===== config.mk =====
export PLATFORM = sky130hd
export DESIGN_NAME = mie_exec_unit
export DESIGN_NICKNAME = d
export VERILOG_FILES = /design/src/design/mie_pkg.sv /design/src/design/mie_pc_stack.sv /design/src/design/mie_exec_unit.sv
export SDC_FILE = /design/constraint.sdc
export NUM_CORES = 1
export LEC_CHECK = 0
export BUFFER_PORTS_ARGS = -buffer_cell sky130_fd_sc_hd__buf_2
export CAP_MARGIN = 20
export CORE_MARGIN = 10
export CORE_UTILIZATION = 50
export DETAILED_ROUTE_END_ITERATION = 10
export HOLD_SLACK_MARGIN = 0.06
export PLACE_DENSITY = 0.7
export SLEW_MARGIN = 40
export SYNTH_ARGS = -nofsm -noshare
export SYNTH_HDL_FRONTEND = slang
export SYNTH_SLANG_ARGS = --single-unit

===== constraint.sdc =====
create_clock -name clock -period 3.32 [get_ports clock]
set_input_delay 0.166 -clock clock [delete_from_list [all_inputs] [get_ports clock]]
set_output_delay 0.166 -clock clock [all_outputs]
set_load 0.01 [all_outputs]

===== src/design/mie_pkg.sv =====
// Purpose: Shared constants and types of the instruction execution subset
// Assumes: One instruction cycle lasts four system clocks
// Notes: Opcode codes outside the enumeration execute as idle

package mie_pkg;

    localparam int DATA_W = 8;
    localparam int PC_W = 13;
    localparam int SP_W = 3;
    localparam int STACK_DEPTH = 8;
    localparam int BUSY_W = 4;

    // ------------------------------------------------------------------
    // Timing
    // ------------------------------------------------------------------
    localparam logic [BUSY_W-1:0] CLKS_PER_CYCLE = 4'h4;
    localparam logic [BUSY_W-1:0] CYC_ONE = 4'h1;
    localparam logic [BUSY_W-1:0] CYC_TWO = 4'h2;

    // ------------------------------------------------------------------
    // Addresses and limits
    // ------------------------------------------------------------------
    localparam logic [DATA_W-1:0] PC_LOW_BYTE_ADDR = 8'h06;
    localparam logic [DATA_W-1:0] WDT_PRE_MAX = 8'hff;
    localparam logic [DATA_W-1:0] WDT_CNT_MAX = 8'hff;
    localparam logic [DATA_W-1:0] BCD_LIMIT = 8'h09;
    localparam logic [DATA_W-1:0] BCD_STEP = 8'h06;

    // ------------------------------------------------------------------
    // Reset values
    // ------------------------------------------------------------------
    localparam logic [DATA_W-1:0] RST_WORK_REG = 8'h00;
    localparam logic [PC_W-1:0] RST_PC = 13'h0000;
    localparam logic [DATA_W-1:0] WDT_ZERO = 8'h00;

    typedef enum logic [4:0] {
        OP_WDT_CLEAR, OP_WDT_PRE1, OP_WDT_PRE2,
        OP_INV_MEM, OP_INV_WORK, OP_BCD_ADJ,
        OP_DEC_MEM, OP_DEC_WORK, OP_INC_MEM, OP_INC_WORK,
        OP_POWER_DOWN, OP_JUMP,
        OP_COPY_IMM, OP_COPY_MEM_TO_WORK, OP_COPY_WORK_TO_MEM,
        OP_OR_IMM, OP_OR_MEM, OP_OR_TO_RAM,
        OP_SUB_EXIT, OP_SUB_EXIT_IMM, OP_IRQ_EXIT, OP_IDLE
    } mie_op_t;

    typedef struct packed {
        mie_op_t op;
        logic [DATA_W-1:0] imm;
        logic [PC_W-1:0] jumpAddr;
        logic [DATA_W-1:0] memAddr;
        logic [DATA_W-1:0] memData;
    } mie_instr_t;

    typedef struct packed {
        logic zero;
        logic carry;
        logic halfCarry;
        logic overflow;
        logic sleepFlag;
        logic watchdogExpired;
    } mie_flags_t;

    localparam mie_flags_t RST_FLAGS = '0;

    typedef struct packed {
        logic en;
        logic [DATA_W-1:0] addr;
        logic [DATA_W-1:0] data;
    } mie_mem_wr_t;

endpackage


===== src/design/mie_pc_stack.sv =====
// Purpose: Hardware return stack of program counter values
// Assumes: Push and pop never occur in the same cycle
// Notes: Pointer wraps at the stack depth; top word is registered
`timescale 1ns/100ps

module mie_pc_stack (
    input wire logic clock,
    input wire logic sys_rst,
    input wire logic push,
    input wire logic [mie_pkg::PC_W-1:0] pushPc,
    input wire logic pop,
    output logic [mie_pkg::PC_W-1:0] topPc
);

    typedef struct packed {
        logic [mie_pkg::STACK_DEPTH-1:0][mie_pkg::PC_W-1:0] entry;
        logic [mie_pkg::SP_W-1:0] sp;
        logic [mie_pkg::PC_W-1:0] top;
    } mie_stack_st_t;

    mie_stack_st_t st_ff;
    mie_stack_st_t nxt_st;

    always_comb begin
        nxt_st = st_ff;
        if (push) begin
            nxt_st.entry[st_ff.sp] = pushPc;
            nxt_st.sp = st_ff.sp + 3'h1;
            nxt_st.top = pushPc;
        end else if (pop) begin
            nxt_st.sp = st_ff.sp - 3'h1;
            nxt_st.top = st_ff.entry[st_ff.sp - 3'h2];
        end
    end

    always_ff @(posedge clock) begin
        if (sys_rst) begin
            st_ff <= '0;
        end else begin
            st_ff <= nxt_st;
        end
    end

    assign topPc = st_ff.top;

endmodule


===== src/design/mie_exec_unit.sv =====
// Purpose: Executes the watchdog, logic, move, jump and return subset
// Assumes: Instruction fields and memory read data arrive together
// Notes: One instruction accepted per ready window; clock gate on sleep
`timescale 1ns/100ps

module mie_exec_unit (
    input wire logic clock,
    input wire logic sys_rst,
    input wire logic instrValid,
    input wire mie_pkg::mie_instr_t instr,
    input wire logic callPush,
    input wire logic [mie_pkg::PC_W-1:0] callReturnPc,
    input wire logic irqAccept,
    input wire logic wakeUp,
    output logic instrReady,
    output logic [mie_pkg::DATA_W-1:0] workRegister,
    output mie_pkg::mie_flags_t flags,
    output logic [mie_pkg::PC_W-1:0] programCounter,
    output logic globalIrqEnable,
    output mie_pkg::mie_mem_wr_t memWrite,
    output logic clockGateOff,
    output logic [mie_pkg::DATA_W-1:0] watchdogCounter,
    output logic watchdogPreclearFirstSeen,
    output logic watchdogPreclearSecondSeen
);

    // ------------------------------------------------------------------
    // State
    // ------------------------------------------------------------------
    typedef struct packed {
        logic [mie_pkg::DATA_W-1:0] work;
        mie_pkg::mie_flags_t flags;
        logic [mie_pkg::PC_W-1:0] pc;
        logic gie;
        logic pre1;
        logic pre2;
        logic [mie_pkg::DATA_W-1:0] wdtCnt;
        logic [mie_pkg::DATA_W-1:0] wdtPre;
        logic halted;
        logic [mie_pkg::BUSY_W-1:0] busyCnt;
        logic ready;
        mie_pkg::mie_mem_wr_t memWr;
    } mie_core_st_t;

    mie_core_st_t st_ff;
    mie_core_st_t nxt_st;

    logic accept;
    logic stackPop;
    logic [mie_pkg::PC_W-1:0] stackTop;

    assign accept = instrValid & st_ff.ready;

    // ------------------------------------------------------------------
    // Return stack
    // ------------------------------------------------------------------
    always_comb begin
        stackPop = 1'b0;
        if (accept) begin
            unique case (instr.op)
                mie_pkg::OP_SUB_EXIT,
                mie_pkg::OP_SUB_EXIT_IMM,
                mie_pkg::OP_IRQ_EXIT: stackPop = 1'b1;
                default: stackPop = 1'b0;
            endcase
        end
    end

    mie_pc_stack u_stack (
        .clock(clock),
        .sys_rst(sys_rst),
        .push(callPush),
        .pushPc(callReturnPc),
        .pop(stackPop),
        .topPc(stackTop)
    );

    // ------------------------------------------------------------------
    // Datapath helpers
    // ------------------------------------------------------------------
    logic [4:0] lowSum;
    logic lowAdjust;
    logic adjCarry;
    logic [4:0] highBase;
    logic highAdjust;
    logic [4:0] highSum;
    logic [mie_pkg::DATA_W-1:0] bcdResult;

    // Decimal adjust of the work register
    always_comb begin
        lowAdjust = ({1'b0, st_ff.work[3:0]} > mie_pkg::BCD_LIMIT[4:0])
            | st_ff.flags.halfCarry;
        lowSum = lowAdjust ?
            ({1'b0, st_ff.work[3:0]} + mie_pkg::BCD_STEP[4:0]) :
            {1'b0, st_ff.work[3:0]};
        adjCarry = lowAdjust & lowSum[4];
        highBase = {1'b0, st_ff.work[7:4]} + {4'h0, adjCarry};
        highAdjust = (highBase > mie_pkg::BCD_LIMIT[4:0])
            | st_ff.flags.carry;
        highSum = highAdjust ?
            (highBase + mie_pkg::BCD_STEP[4:0]) : highBase;
        bcdResult = {highSum[3:0], lowSum[3:0]};
    end

    logic [mie_pkg::DATA_W-1:0] invMem;
    logic [mie_pkg::DATA_W-1:0] decMem;
    logic [mie_pkg::DATA_W-1:0] incMem;
    logic [mie_pkg::DATA_W-1:0] orImm;
    logic [mie_pkg::DATA_W-1:0] orMem;

    assign invMem = ~instr.memData;
    assign decMem = instr.memData - 8'h01;
    assign incMem = instr.memData + 8'h01;
    assign orImm = st_ff.work | instr.imm;
    assign orMem = st_ff.work | instr.memData;

    // ------------------------------------------------------------------
    // Next state
    // ------------------------------------------------------------------
    logic wdtTimeout;
    logic wdtClear;
    logic [mie_pkg::BUSY_W-1:0] cycles;
    logic [mie_pkg::PC_W-1:0] pcNext;

    always_comb begin
        nxt_st = st_ff;
        nxt_st.memWr.en = 1'b0;
        wdtClear = 1'b0;
        cycles = mie_pkg::CYC_ONE;
        pcNext = st_ff.pc + 13'h0001;

        // Free-running watchdog with prescaler
        wdtTimeout = (st_ff.wdtPre == mie_pkg::WDT_PRE_MAX)
            && (st_ff.wdtCnt == mie_pkg::WDT_CNT_MAX);
        nxt_st.wdtPre = st_ff.wdtPre + 8'h01;
        if (st_ff.wdtPre == mie_pkg::WDT_PRE_MAX) begin
            nxt_st.wdtCnt = st_ff.wdtCnt + 8'h01;
        end

        if (st_ff.busyCnt != '0) begin
            nxt_st.busyCnt = st_ff.busyCnt - 4'h1;
        end

        if (irqAccept) begin
            nxt_st.gie = 1'b0;
        end

        if (accept) begin
            unique case (instr.op)
                mie_pkg::OP_WDT_CLEAR: begin
                    wdtClear = 1'b1;
                end
                mie_pkg::OP_WDT_PRE1: begin
                    if (st_ff.pre2) begin
                        wdtClear = 1'b1;
                        nxt_st.pre1 = 1'b0;
                        nxt_st.pre2 = 1'b0;
                    end else begin
                        nxt_st.pre1 = 1'b1;
                    end
                end
                mie_pkg::OP_WDT_PRE2: begin
                    if (st_ff.pre1) begin
                        wdtClear = 1'b1;
                        nxt_st.pre1 = 1'b0;
                        nxt_st.pre2 = 1'b0;
                    end else begin
                        nxt_st.pre2 = 1'b1;
                    end
                end
                mie_pkg::OP_INV_MEM: begin
                    nxt_st.memWr = '{1'b1, instr.memAddr, invMem};
                    nxt_st.flags.zero = (invMem == '0);
                end
                mie_pkg::OP_INV_WORK: begin
                    nxt_st.work = invMem;
                    nxt_st.flags.zero = (invMem == '0);
                end
                mie_pkg::OP_BCD_ADJ: begin
                    nxt_st.memWr = '{1'b1, instr.memAddr, bcdResult};
                    if (highAdjust) begin
                        nxt_st.flags.carry = 1'b1;
                    end
                end
                mie_pkg::OP_DEC_MEM: begin
                    nxt_st.memWr = '{1'b1, instr.memAddr, decMem};
                    nxt_st.flags.zero = (decMem == '0);
                end
                mie_pkg::OP_DEC_WORK: begin
                    nxt_st.work = decMem;
                    nxt_st.flags.zero = (decMem == '0);
                end
                mie_pkg::OP_INC_MEM: begin
                    nxt_st.memWr = '{1'b1, instr.memAddr, incMem};
                    nxt_st.flags.zero = (incMem == '0);
                end
                mie_pkg::OP_INC_WORK: begin
                    nxt_st.work = incMem;
                    nxt_st.flags.zero = (incMem == '0);
                end
                mie_pkg::OP_POWER_DOWN: begin
                    wdtClear = 1'b1;
                    nxt_st.halted = 1'b1;
                end
                mie_pkg::OP_JUMP: begin
                    pcNext = instr.jumpAddr;
                    cycles = mie_pkg::CYC_TWO;
                end
                mie_pkg::OP_COPY_IMM: begin
                    nxt_st.work = instr.imm;
                end
                mie_pkg::OP_COPY_MEM_TO_WORK: begin
                    nxt_st.work = instr.memData;
                end
                mie_pkg::OP_COPY_WORK_TO_MEM: begin
                    nxt_st.memWr = '{1'b1, instr.memAddr, st_ff.work};
                end
                mie_pkg::OP_OR_IMM: begin
                    nxt_st.work = orImm;
                    nxt_st.flags.zero = (orImm == '0);
                end
                mie_pkg::OP_OR_MEM: begin
                    nxt_st.work = orMem;
                    nxt_st.flags.zero = (orMem == '0);
                end
                mie_pkg::OP_OR_TO_RAM: begin
                    nxt_st.memWr = '{1'b1, instr.memAddr, orMem};
                    nxt_st.flags.zero = (orMem == '0);
                end
                mie_pkg::OP_SUB_EXIT: begin
                    pcNext = stackTop;
                    cycles = mie_pkg::CYC_TWO;
                end
                mie_pkg::OP_SUB_EXIT_IMM: begin
                    pcNext = stackTop;
                    nxt_st.work = instr.imm;
                    cycles = mie_pkg::CYC_TWO;
                end
                mie_pkg::OP_IRQ_EXIT: begin
                    pcNext = stackTop;
                    nxt_st.gie = 1'b1;
                    cycles = mie_pkg::CYC_TWO;
                end
                default: begin
                    // Idle and unknown codes only advance the PC
                end
            endcase

            // Memory result landing on the PC low byte redirects flow
            if (nxt_st.memWr.en
                && (instr.memAddr == mie_pkg::PC_LOW_BYTE_ADDR)) begin
                pcNext = {st_ff.pc[mie_pkg::PC_W-1:8], nxt_st.memWr.data};
                cycles = cycles + mie_pkg::CYC_ONE;
            end

            nxt_st.pc = pcNext;
            nxt_st.busyCnt = 4'((cycles * mie_pkg::CLKS_PER_CYCLE) - 4'h1);
        end

        // Watchdog clear and power-down entry
        if (wdtClear) begin
            nxt_st.wdtCnt = mie_pkg::WDT_ZERO;
            nxt_st.wdtPre = mie_pkg::WDT_ZERO;
            nxt_st.flags.watchdogExpired = 1'b0;
            nxt_st.flags.sleepFlag = (accept
                && (instr.op == mie_pkg::OP_POWER_DOWN));
        end

        // Timeout set wins over a clear in the same cycle
        if (wdtTimeout) begin
            nxt_st.flags.watchdogExpired = 1'b1;
        end

        // Leave power-down on wake request or watchdog timeout
        if (st_ff.halted && (wakeUp || wdtTimeout)) begin
            nxt_st.halted = 1'b0;
        end

        nxt_st.ready = (nxt_st.busyCnt == '0) && !nxt_st.halted;
    end

    // ------------------------------------------------------------------
    // Registers
    // ------------------------------------------------------------------
    always_ff @(posedge clock) begin
        if (sys_rst) begin
            st_ff.work <= mie_pkg::RST_WORK_REG;
            st_ff.flags <= mie_pkg::RST_FLAGS;
            st_ff.pc <= mie_pkg::RST_PC;
            st_ff.gie <= 1'b0;
            st_ff.pre1 <= 1'b0;
            st_ff.pre2 <= 1'b0;
            st_ff.wdtCnt <= mie_pkg::WDT_ZERO;
            st_ff.wdtPre <= mie_pkg::WDT_ZERO;
            st_ff.halted <= 1'b0;
            st_ff.busyCnt <= '0;
            st_ff.ready <= 1'b0;
            st_ff.memWr <= '0;
        end else begin
            st_ff <= nxt_st;
        end
    end

    // ------------------------------------------------------------------
    // Outputs
    // ------------------------------------------------------------------
    assign instrReady = st_ff.ready;
    assign workRegister = st_ff.work;
    assign flags = st_ff.flags;
    assign programCounter = st_ff.pc;
    assign globalIrqEnable = st_ff.gie;
    assign memWrite = st_ff.memWr;
    assign clockGateOff = st_ff.halted;
    assign watchdogCounter = st_ff.wdtCnt;
    assign watchdogPreclearFirstSeen = st_ff.pre1;
    assign watchdogPreclearSecondSeen = st_ff.pre2;

endmodule


==> results.md, run 1 <==
- Period utilisation layout: 0.7954
- Average size of a mapped cell: between 7 and 8 µm²
- Final Max Tran Viols: 0
- Final GP Congestion: just over 0.9
- Max FO, Critical Path: 8
- Root buf cell: clkbuf_16
- Slew headroom: 0.4560
- Cell Area, Synth: 10550 µm²
- Sink Count: 187
- Clock transition at path regs: 0.08 ns
- WS Path Type: in -> reg
- Number of flops mapped to enable cells by yosys: 0
- Outcome: complete, no violations
- Slack of the worst reg-to-reg path: 0.84 ns
- Fin util: 0.5541
- Top cell type's share of synthesized area: 0.3549
- Core area: approximately 21000 µm²
- Hold Crit Class: in -> reg
- Synth Flop Type: dfxtp_1
- DR iter-0 viols: 1109
- Via density: 5.912
- CTS Buf Count: 17
- Avg WL per Cell: 18.98 µm
- Hold_sp: callReturnPc[5]
- Fmax: 0.3787 GHz
- Post-CTS Setup Bufs: 0
- DRC violation count after routing: 0
- Via count: 9785
- Setup ws final: 0.6793 ns
- Post-layout min period: 2.641 ns
- Main area contributors after synthesis: dfxtp_1 35%, nand2_1 11%, a21oi_1 7.6%, mux4_2 5.6%, buf_4 4.1%
- # nets final: 1443
- Die W: 165.3 µm
- Vias in the first global route: 9205
- Sequential-to-total area share from yosys stat: 0.3549
- Initial Utilization: 0.5050
- Post-route ant nets: 0
- Fraction of layout instances using a drive strength above 1: 0.1532
- Clk buf depth: 2
- Max-cap violation count: 0
- Reg-to-reg endpoint: programCounter[6]$_SDFFE_PP0P_
- Crit path arrival time: 2.97 ns
- Crit end category: flop
- GRT overflow: 0
- Tightest Pin Transition: 0.8047 ns
- TritonCTS clock tree: built
- Clock Latency Late Sink: 0.44 ns
- Synth top cells by count: 306 x nand2_1, 187 x dfxtp_1, 161 x a21oi_1, 82 x nor2_1, 68 x clkbuf_1
- Yosys reg bits: 187
- DP Cell Count: 1602
- Die height: 165.3 µm
- Leak Pwr: 4.093 nW
- Startpoint types: primary input
- Dpl ws: 0.8504 ns
- Total GRT Usage: 0.2246
- Buffers on Ports: 115
- Yosys Warn Count: 0
- Initial antenna violation count: 2
- Die area: about 27000 µm²
- Cells on worst reg2reg path: 10
- Hold Path Sink: u_stack.st_ff[112]$_SDFFE_PP0P_
- Finished Layout Cells: 1655
- Row cnt: 53
- Final hold vios: 0
- Post-cts resize count: 0
- Post-synth ARST share: 0
- CTS H-tree depth: 4
- Pin count of the biggest net entering global routing: 69
- Final setup vio count: 0
- Io pins: 118
- Layout Area Growth over Synthesis: 9.714%
- RSZ-0062 raised after global routing: no
- Crit path required time: approximately 3.7 ns
- Pre-antenna DRT Iters: 7
- Post-DP HPWL: 22.00 mm
- VDD IR max: between 0.3 and 0.4 mV
- Cell Pwr Density: 486.9 nW/µm²
- Synth area leader: dfxtp_1
- Clock Skews: 0.01595 ns
- RR Startpoint: workRegister[1]$_SDFFE_PP0P_
- Count leader, synth: nand2_1
- Worst Hold Slack: 0.07078 ns
- Setup TNS: 0 ns
- Hold Path Stages: 3
- First-pass GRT wire length: 49.67 mm
- Post-Synthesis Cells: between 1000 and 1500
- Cell variety after synth: 83
- Routed WL: 31.41 mm
worst max-delay path by stage:
| stage | slack, ns | to | start | cells after the start |
|---|---|---|---|---|
| finish | 0.68 | programCounter[6]$_SDFFE_PP0P_ | instr[11] | 8 |
| CTS | 0.75 | programCounter[2]$_SDFFE_PP0P_ | instr[11] | 8 |
| detailed placement | 0.85 | workRegister[4]$_SDFFE_PP0P_ | instr[0] | 9 |
| floorplan | 0.72 | u_stack.topPc[10]$_SDFFE_PP0P_ | u_stack.st_ff[14]$_SDFFE_PP0P_ | 10 |
| global route | 0.52 | programCounter[2]$_SDFFE_PP0P_ | instr[11] | 8 |
| global placement | 0.86 | workRegister[4]$_SDFFE_PP0P_ | instr[0] | 9 |
stage by stage:
stage / total power [mW] / cell area, µm²
3_3_place_gp: 3.470 / 10760
6_report: 5.635 / 11570
3_5_place_dp: 3.479 / 10760
5_1_grt: 5.867 / 11570
4_1_cts: 5.645 / 11570
2_1_floorplan: 3.238 / 10550
cell usage in the layout (no fill, tap or decap), types with 18 or more instances in the layout:
cell and count:
nand2_1 306, dfxtp_1 186, a21oi_1 161, buf_2 114
nor2_1 82, o21ai_0 33, nand3_1 28, nor3_1 26
mux4_2 26, inv_1 21, o21ai_1 19, dlygate4sd3_1 18
layout make-up:
type	count	area, µm²
Antenna cell	3	7.507
Clock buffer	19	452.9
Clock inverter	13	173.9
Fill cell	1998	9315
Inverter	21	78.83
Multi-Input combinational cell	991	5916
Sequential cell	187	3745
Tap cell	275	344.1
Timing Repair Buffer	146	855.8
cell families after synthesis:
group,after synthesis,synth area share
adder cells (fa/ha/maj),18,0.02206
XOR/XNOR,31,0.02574
AO/OA/AOI/OAI,347,0.2029
AND/OR/NAND/NOR,552,0.2396
flip-flops,187,0.3549
buffers and inverters,173,0.08469
multiplexers,41,0.06974
other,1,0.0003555
sequential cells by signal, summed over array words and instances (netlist names), 4 cells and up:
signal / flops
flags: 4
memWrite: 17
programCounter: 13
st_ff: 12
u_stack.st_ff: 107
u_stack.topPc: 13
watchdogCounter: 8
workRegister: 8
worst max-delay path, cell delays in order:
cell and delay, ns:
dlygate4sd3_1 0.54, buf_2 0.14, nor4b_1 0.72, nand2_1 0.25
o41a_1 0.54, nand2_2 0.20, o22ai_1 0.13, a311oi_1 0.28
where the power goes:
part | total [mW] | internal, mW | switching [mW]
registers | 2.48 | 2.36 | 0.122
clock network | 2.17 | 1.19 | 0.983
logic | 0.989 | 0.377 | 0.612
total | 5.63 | 3.92 | 1.72
layer usage:
metal	vias to the layer above	part of all wire	track usage
met4	0	0.016	0.06039
li1	4728	-	-
met5	-	0	0
met1	4630	0.43	0.2955
met2	390	0.48	0.3727
met3	37	0.080	0.03768
what timing repair did:
item,in CTS,in global routing
setup endpoints to repair,0,0
hold buffers,18,0
hold endpoints to repair,40,0
Note: power is estimated with default switching activity, not from simulation.
==> run 2: changes to the inputs <==
PLACE_DENSITY = 0.73   (was 0.7)
clock period = 2.4 ns   (was 3.32 ns; I/O delays follow)
==> run 2 against run 1 <==
  * Global-route usage is 0.53 points higher
  * Total power is 38% higher
  * Register-to-register slack lost 0.66 ns
  * Critical path depth is 1 higher
  * Sequential share of layout area decreased by 0.95 points
  * Die area did not move
  * Largest cell class unchanged
==> results.md, run 2 (synthesis results as in run 1) <==
- Sink Count: 187 (unchanged)
- Buffers on Ports: 115 (unchanged)
- Post-DP HPWL: 22.47 mm (was 22.00 mm)
- CTS H-tree depth: 4 (unchanged)
- Cell Pwr Density: 653.2 nW/µm² (was 486.9 nW/µm²)
- Routed WL: 32.07 mm (was 31.41 mm)
- Cell Int Power: 5.273 mW (was 3.919 mW)
- Reg power frac: 0.437 (was 0.440)
- Sw power: 2.516 mW (was 1.716 mW)
- Via count: 9928 (was 9785)
- Max reg flops: 107 (unchanged)
- # nets final: 1482 (was 1443)
- Die height: 165.3 µm (unchanged)
- Fraction of layout instances using a drive strength above 1: 0.1723 (was 0.1532)
- Most frequent cells in the layout: 306 x nand2_1, 186 x dfxtp_1, 161 x a21oi_1, 114 x buf_2, 82 x nor2_1 (unchanged)
- Period utilisation layout: 0.9341
- Final GP Congestion: 0.9792 (was 0.9303)
- Tightest Pin Transition: 0.7533 ns (was 0.8047 ns)
- Final hold vios: 0 (unchanged)
- Clk buf depth: 2 (unchanged)
- Worst Hold Slack: 0.09637 ns (was 0.07078 ns)
- Max-cap violation count: 0 (unchanged)
- Layout Area Growth over Synthesis: 13.03% (was 9.714%)
- Slew headroom: 0.4964 (was 0.4560)
- Crit path arrival time: 2.58 ns (was 2.97 ns)
- Pin count of the biggest net entering global routing: 127 (was 69)
- Crit end category: flop (unchanged)
- Final Max Tran Viols: 0 (unchanged)
- Die area: 27310 µm² (unchanged)
- Max FO, Critical Path: 8 (unchanged)
- Clock transition at path regs: 0.08 ns (about the same)
- Post-layout min period: between 2 and 2.5 ns
- Clock Latency Late Sink: 0.45 ns (was 0.44 ns)
- Hold Crit Class: in -> reg (unchanged)
- Clk network pwr share: 0.372 (was 0.385)
- Leak Pwr: 4.289 nW (was 4.093 nW)
- Pre-antenna DRT Iters: 5 (was 7)
- Initial Utilization: 0.5050 (unchanged)
- Setup TNS: 0 ns (unchanged)
- CTS Buf Count: 17 (unchanged)
- GRT overflow: 0 (unchanged)
- Avg WL per Cell: 18.96 µm (was 18.98 µm)
- Fmax: roughly 0.45 GHz
- Total GRT Usage: 0.2299 (was 0.2246)
- Vias in the first global route: 9497 (was 9205)
- Final setup vio count: 0 (unchanged)
- Switching Fraction: 0.3230 (was 0.3046)
- DR iter-0 viols: 808 (was 1109)
- Biggest register: u_stack.st_ff (unchanged)
- Post-route ant nets: 0 (unchanged)
- Row cnt: 53 (unchanged)
- Core area: 20890 µm² (unchanged)
- TritonCTS clock tree: built (unchanged)
- Root buf cell: clkbuf_16 (unchanged)
- Diode count: 0 (was 3)
- Die W: 165.3 µm (unchanged)
- VDD IR max: 0.5422 mV (was 0.3697 mV)
- Fill count: 1909 (was 1998)
- Via density: 5.871 (was 5.912)
- Initial antenna violation count: 0 (was 2)
- First-pass GRT wire length: 50.33 mm (was 49.67 mm)
- Outcome: complete, no violations (unchanged)
- Post-CTS Setup Bufs: 0 (unchanged)
- Clock Skews: 0.01596 ns (was 0.01595 ns)
- Crit path required time: 2.74 ns (was 3.65 ns)
- Commonest non-fill, non-tap cell in the layout: nand2_1 (unchanged)
- DRC violation count after routing: 0 (unchanged)
- Io pins: 118 (unchanged)
- Startpoint types: primary input (unchanged)
- Combinational fraction of design power: 0.191 (was 0.175)
- WS Path Type: in -> reg (unchanged)
- RSZ-0062 raised after global routing: no (unchanged)
-- run 2: cell count changes in the layout (fill, tap and decap cells not counted), sizes merged --
cell	delta
buf	+32
bufinv	-2
clkbuf	-2
clkinv	+1
diode	-3
dlygate4sd3	+7
inv	+3
-- run 2: routing by layer --
| metal | global-route usage | share of wire |
|---|---|---|
| met4 | 0.08937 | 0.028 |
| met5 | 0 | 0 |
| met2 | 0.3750 | 0.47 |
| met1 | 0.2842 | 0.41 |
| met3 | 0.06049 | 0.089 |
-- run 2: repair_timing --
| item | 4_1_cts | 5_1_grt |
|---|---|---|
| hold buffers | 25 | 0 |
| endpoints found under the setup margin | 0 | 3 |
| resized for setup | 0 | 1 |
| endpoints found under the hold margin | 129 | 0 |
-- run 2: worst paths after layout --
kind                                     start  depth (start not counted)  slack [ns]                                      end
setup / recovery                     instr[11]                          9        0.16           programCounter[6]$_SDFFE_PP0P_
hold / removal                       instr[38]                          3         0.1  watchdogPreclearSecondSeen$_SDFFE_PP0P_
setup reg to reg  workRegister[1]$_SDFFE_PP0P_                         10        0.18           programCounter[6]$_SDFFE_PP0P_
hold reg to reg          flags[0]$_SDFFE_PP0P_                          2        0.46                    flags[0]$_SDFFE_PP0P_
-- run 2: area by class of cell --
class / instances / area (µm²) / area share
Multi-Input combinational cell: 991 / 5918 / 0.4963
Sequential cell: 187 / 3745 / 0.3141
Timing Repair Buffer: 185 / 1229 / 0.1030
Clock buffer: 17 / 425.4 / 0.03568
Tap cell: 275 / 344.1 / 0.02886
Clock inverter: 15 / 183.9 / 0.01542
Inverter: 21 / 78.83 / 0.006611
-- run 2: through the flow --
step | worst slack [ns] | std cells | total power, mW | util | area [µm²]
2_1_floorplan | 0.02121 | 1351 | 4.480 | - | 10550
3_3_place_gp | 0.1957 | 1634 | 4.889 | 0.5296 | 11060
3_5_place_dp | 0.1427 | 1634 | 4.901 | 0.5296 | 11060
4_1_cts | 0.1246 | 1691 | 7.801 | 0.5707 | 11920
5_1_grt | 0.004603 | 1691 | 8.091 | 0.5708 | 11920
6_report | 0.1582 | 1691 | 7.789 | 0.5708 | 11920
-- run 2: power groups by stage --
stage	sequential (mW)	clock [mW]	combinational (mW)
3_3_place_gp	3.47	0	1.42
4_1_cts	3.40	2.93	1.47
3_5_place_dp	3.47	0	1.43
2_1_floorplan	3.43	0	1.05
6_report	3.41	2.89	1.49
5_1_grt	3.42	3.03	1.63
-- run 2: worst max-delay path, stage by stage --
cell,delay [ns]
dlygate4sd3_1,0.53
buf_2,0.13
nor4b_1,0.34
buf_4,0.20
nand2_1,0.11
o41a_1,0.52
nand2_2,0.20
o22ai_1,0.14
a311oi_1,0.27
==> run 3: changes to the inputs <==
ABC_AREA = 1   (was unset)
CTS_CLUSTER_SIZE = 28   (was unset)
PLACE_DENSITY = 0.7   (was 0.73)
clock period = 2.7 ns   (was 2.4 ns; I/O delays follow)
==> run 3 against run 2 <==
  * Wire length increased by 0.46%
  * Final area shrank 1.5%
  * Setup slack improved by 0.16 ns
  * Synthesized area down 0.50%
  * Via count increased by 4.2%
  * Flip-flop and latch count is the same
  * Register-to-register slack better by 0.14 ns
  * Critical path type is now reg -> reg
  * Critical endpoint unchanged
  * Largest cell class unchanged
  * Largest power group unchanged
  * Highest routed layer unchanged
==> results.md, run 3 <==
- Outcome: complete, no violations (unchanged)
- Buffers on Ports: 115 (unchanged)
- Routing usage on met1: 0.3192 (was 0.2842)
- Synth top cells by count: 242 x o21ai_0, 237 x nand2_1, 216 x a21oi_1, 206 x inv_1, 187 x dfxtp_1 (was 306 x nand2_1, 187 x dfxtp_1, 161 x a21oi_1, 82 x nor2_1, 68 x clkbuf_1)
- Diode count: 0 (unchanged)
- Cells on worst reg2reg path: 13 (was 10)
- Die W: 164.9 µm (was 165.3 µm)
- Xor and xnor area share after synthesis: 0.01585 (was 0.02574)
- Post-Synthesis Cells: 1597 (was 1350)
- Sink Count: 187 (unchanged)
- Row cnt: 52 (was 53)
- Hold Path Stages: 3 (unchanged)
- CTS Buf Count: 17 (unchanged)
- Root buf cell: clkbuf_16 (unchanged)
- Yosys reg bits: 187 (unchanged)
- Cell Int Power: 4.615 mW (was 5.273 mW)
- Tightest Pin Transition: 0.8093 ns (was 0.7533 ns)
- Synth Area in Compound Gates: 0.2310 (was 0.2029)
- Cell Pwr Density: 570.9 nW/µm² (was 653.2 nW/µm²)
- GR peak layer: met2 (unchanged)
- Combinational fraction of design power: 0.170 (was 0.191)
- WS Path Type: reg -> reg (was in -> reg)
- Max FO, Critical Path: 7 (was 8)
- Clk buf depth: 2 (unchanged)
- DP Cell Count: 1896 (was 1634)
- Avg WL per Cell: 16.61 µm (was 18.96 µm)
- Crit path required time: 3.06 ns (was 2.74 ns)
- Synth area leader: dfxtp_1 (unchanged)
- Cell variety after synth: 43 (was 83)
- DR iter-0 viols: 1004 (was 808)
- Via count: 10340 (was 9928)
- Sequential-to-total area share from yosys stat: 0.3567 (was 0.3549)
- Vias in the first global route: 9718 (was 9497)
- Slowest CP cell: dfxtp_1 (was dlygate4sd3_1)
- DRC violation count after routing: 0 (unchanged)
- Period utilisation layout: 0.8818
- Max-cap violation count: 0 (unchanged)
- Main combinational cell family by area after synthesis: simple AND/OR/NAND/NOR gates (unchanged)
- TritonCTS clock tree: built (unchanged)
- Die height: 164.9 µm (was 165.3 µm)
- Die area: 27190 µm² (was 27310 µm²)
- Crit-path max cell delay: 0.48 ns (was 0.53 ns)
- Simple-gate share of the synthesized area: 0.2319 (was 0.2396)
- Startpoint types: flop (was primary input)
- Io pins: 118 (unchanged)
- Total GRT Usage: 0.2353 (was 0.2299)
- Hold Crit Class: in -> reg (unchanged)
- Final hold vios: 0 (unchanged)
- Count leader, synth: o21ai_0 (was nand2_1)
- Initial Utilization: 0.5138 (was 0.5050)
- RSZ-0062 raised after global routing: no (unchanged)
- Core area: 20430 µm² (was 20890 µm²)
- Biggest register: u_stack.st_ff (unchanged)
- Sw power: 2.089 mW (was 2.516 mW)
- Crit end category: flop (unchanged)
- Post-route ant nets: 0 (unchanged)
- Post-synth ARST share: 0 (unchanged)
- Final setup vio count: 0 (unchanged)
- Number of flops mapped to enable cells by yosys: 0 (unchanged)
- Commonest non-fill, non-tap cell in the layout: o21ai_0 (was nand2_1)
- Top cell type's share of synthesized area: 0.3567 (was 0.3549)
- Reg power frac: 0.445 (was 0.437)
- Switching Fraction: 0.3116 (was 0.3230)
- Pre-antenna DRT Iters: 7 (was 5)
- Met2 usage: 0.3780 (was 0.3750)
- Met3 usage: 0.04182 (was 0.06049)
- Max reg flops: 107 (unchanged)
- Synth Area in Adders: 0.02217 (was 0.02206)
- CTS H-tree depth: 4 (unchanged)
- VDD IR max: 0.3802 mV (was 0.5422 mV)
- Final Max Tran Viols: 0 (unchanged)
- Post-DP HPWL: 23.67 mm (was 22.47 mm)
- Fmax: 0.4200 GHz
- GRT overflow: 0 (unchanged)
- Leak Pwr: 5.059 nW (was 4.289 nW)
- Final GP Congestion: 0.9700 (was 0.9792)
- Main area contributors after synthesis: dfxtp_1 36%, o21ai_0 12%, a21oi_1 10%, nand2_1 8.5%, inv_1 7.4% (was dfxtp_1 35%, nand2_1 11%, a21oi_1 7.6%, mux4_2 5.6%, buf_4 4.1%)
- Clock Skews: 0.008770 ns (was 0.01596 ns)
- Fin util: 0.5747 (was 0.5708)
- Mux contribution to synthesized area: 0.0009536 (was 0.06974)
- Slew headroom: 0.4585 (was 0.4964)
- Setup TNS: 0 ns (unchanged)
- Clock Latency Late Sink: 0.44 ns (was 0.45 ns)
- Most frequent cells in the layout: 242 x o21ai_0, 237 x nand2_1, 216 x a21oi_1, 205 x inv_1, 187 x dfxtp_1 (was 306 x nand2_1, 186 x dfxtp_1, 161 x a21oi_1, 114 x buf_2, 82 x nor2_1)
- Cell mode on critical path: nand3_1
- Crit path arrival time: 2.74 ns (was 2.58 ns)
- Post-layout min period: between 2 and 2.5 ns
- Finished Layout Cells: 1940 (was 1691)
- Cell Area, Synth: 10500 µm² (was 10550 µm²)
- Synth Flop Type: dfxtp_1 (unchanged)
- # nets final: 1736 (was 1482)
- Pin count of the biggest net entering global routing: 89 (was 127)
- Average size of a mapped cell: 6.573 µm² (was 7.814 µm²)
- Clock transition at path regs: 0.08 ns (about the same)
- Via density: 5.332 (was 5.871)
- Routed WL: 32.22 mm (was 32.07 mm)
- Clk network pwr share: 0.384 (was 0.372)
- First-pass GRT wire length: 51.62 mm (was 50.33 mm)
- Initial antenna violation count: 0 (unchanged)
- Fraction of layout instances using a drive strength above 1: 0.1263 (was 0.1723)
- Cells along the critical path: inv_1, a21oi_1, ha_1, ha_1, inv_1, nand3_1, nand3_1, nand2_1, nand2_1, nand3_1, nand3_1, nand2_1, a21oi_1 (was dlygate4sd3_1, buf_2, nor4b_1, buf_4, nand2_1, o41a_1, nand2_2, o22ai_1, a311oi_1)
- Layout Area Growth over Synthesis: 11.86% (was 13.03%)
- Yosys Warn Count: 0 (unchanged)
[run 3: cells by family after synthesis]
kind of cell	count (synthesis)
mux	1
flops	187
compound gates	475
fa+ha+maj	18
xor+xnor	19
simple gates	562
buf+inv	334
other cells	1
[run 3: power by group through the flow]
stage	clock network [mW]	logic [mW]	registers [mW]
5_1_grt	2.71	1.30	3.00
2_1_floorplan	0	0.785	3.02
4_1_cts	2.60	1.13	2.99
6_report	2.58	1.14	2.99
3_3_place_gp	0	1.10	3.04
3_5_place_dp	0	1.11	3.05
[run 3: repair_timing]
item                                   4_1_cts  5_1_grt
setup buffers                                0        0
resized for setup                            0        0
hold buffers                                12        0
endpoints found under the hold margin       12        0
setup endpoints to repair                    0        0
[run 3: path summary, 6_finish.rpt]
path | startpoint | slack (ns) | endpoint
min reg2reg | u_stack.st_ff[75]$_SDFFE_PP0P_ | 0.45 | u_stack.st_ff[75]$_SDFFE_PP0P_
min | callReturnPc[11] | 0.08 | u_stack.st_ff[92]$_SDFFE_PP0P_
max | workRegister[2]$_SDFFE_PP0P_ | 0.32 | programCounter[6]$_SDFFE_PP0P_
max reg2reg | workRegister[2]$_SDFFE_PP0P_ | 0.32 | programCounter[6]$_SDFFE_PP0P_
[run 3: per-stage QoR]
stage | hold slack [ns] | area, µm² | worst slack, ns | power (mW)
floorplan | 0.2699 | 10500 | 0.7403 | 3.809
global placement | 0.3848 | 11020 | 0.3970 | 4.145
detailed placement | 0.3930 | 11020 | 0.2989 | 4.162
CTS | 0.07063 | 11740 | 0.3712 | 6.719
global route | 0.1004 | 11740 | 0.1406 | 7.010
finish | 0.08198 | 11740 | 0.3192 | 6.704
[run 3: final cells by class]
type	count	area (µm²)
Multi-Input combinational cell	1077	5275
Clock inverter	14	176.4
Clock buffer	18	429.2
Sequential cell	187	3744
Timing Repair Buffer	165	993.5
Tap cell	270	337.8
Inverter	209	785.8
Fill cell	2080	8688
[run 3: routing by layer]
metal | part of all wire | routed length, µm
met1 | 0.46 | 14960
met3 | 0.069 | 2238
met5 | 0 | 0
met4 | 0.014 | 465
met2 | 0.45 | 14550
[run 3: worst max-delay path: cells and delay by family, from the launching register on]
family | cells | cell delay, ns
simple gates | 7 | 0.76
fa+ha+maj | 2 | 0.50
buf+inv | 2 | 0.25
flops | 1 | 0.48
compound gates | 2 | 0.32
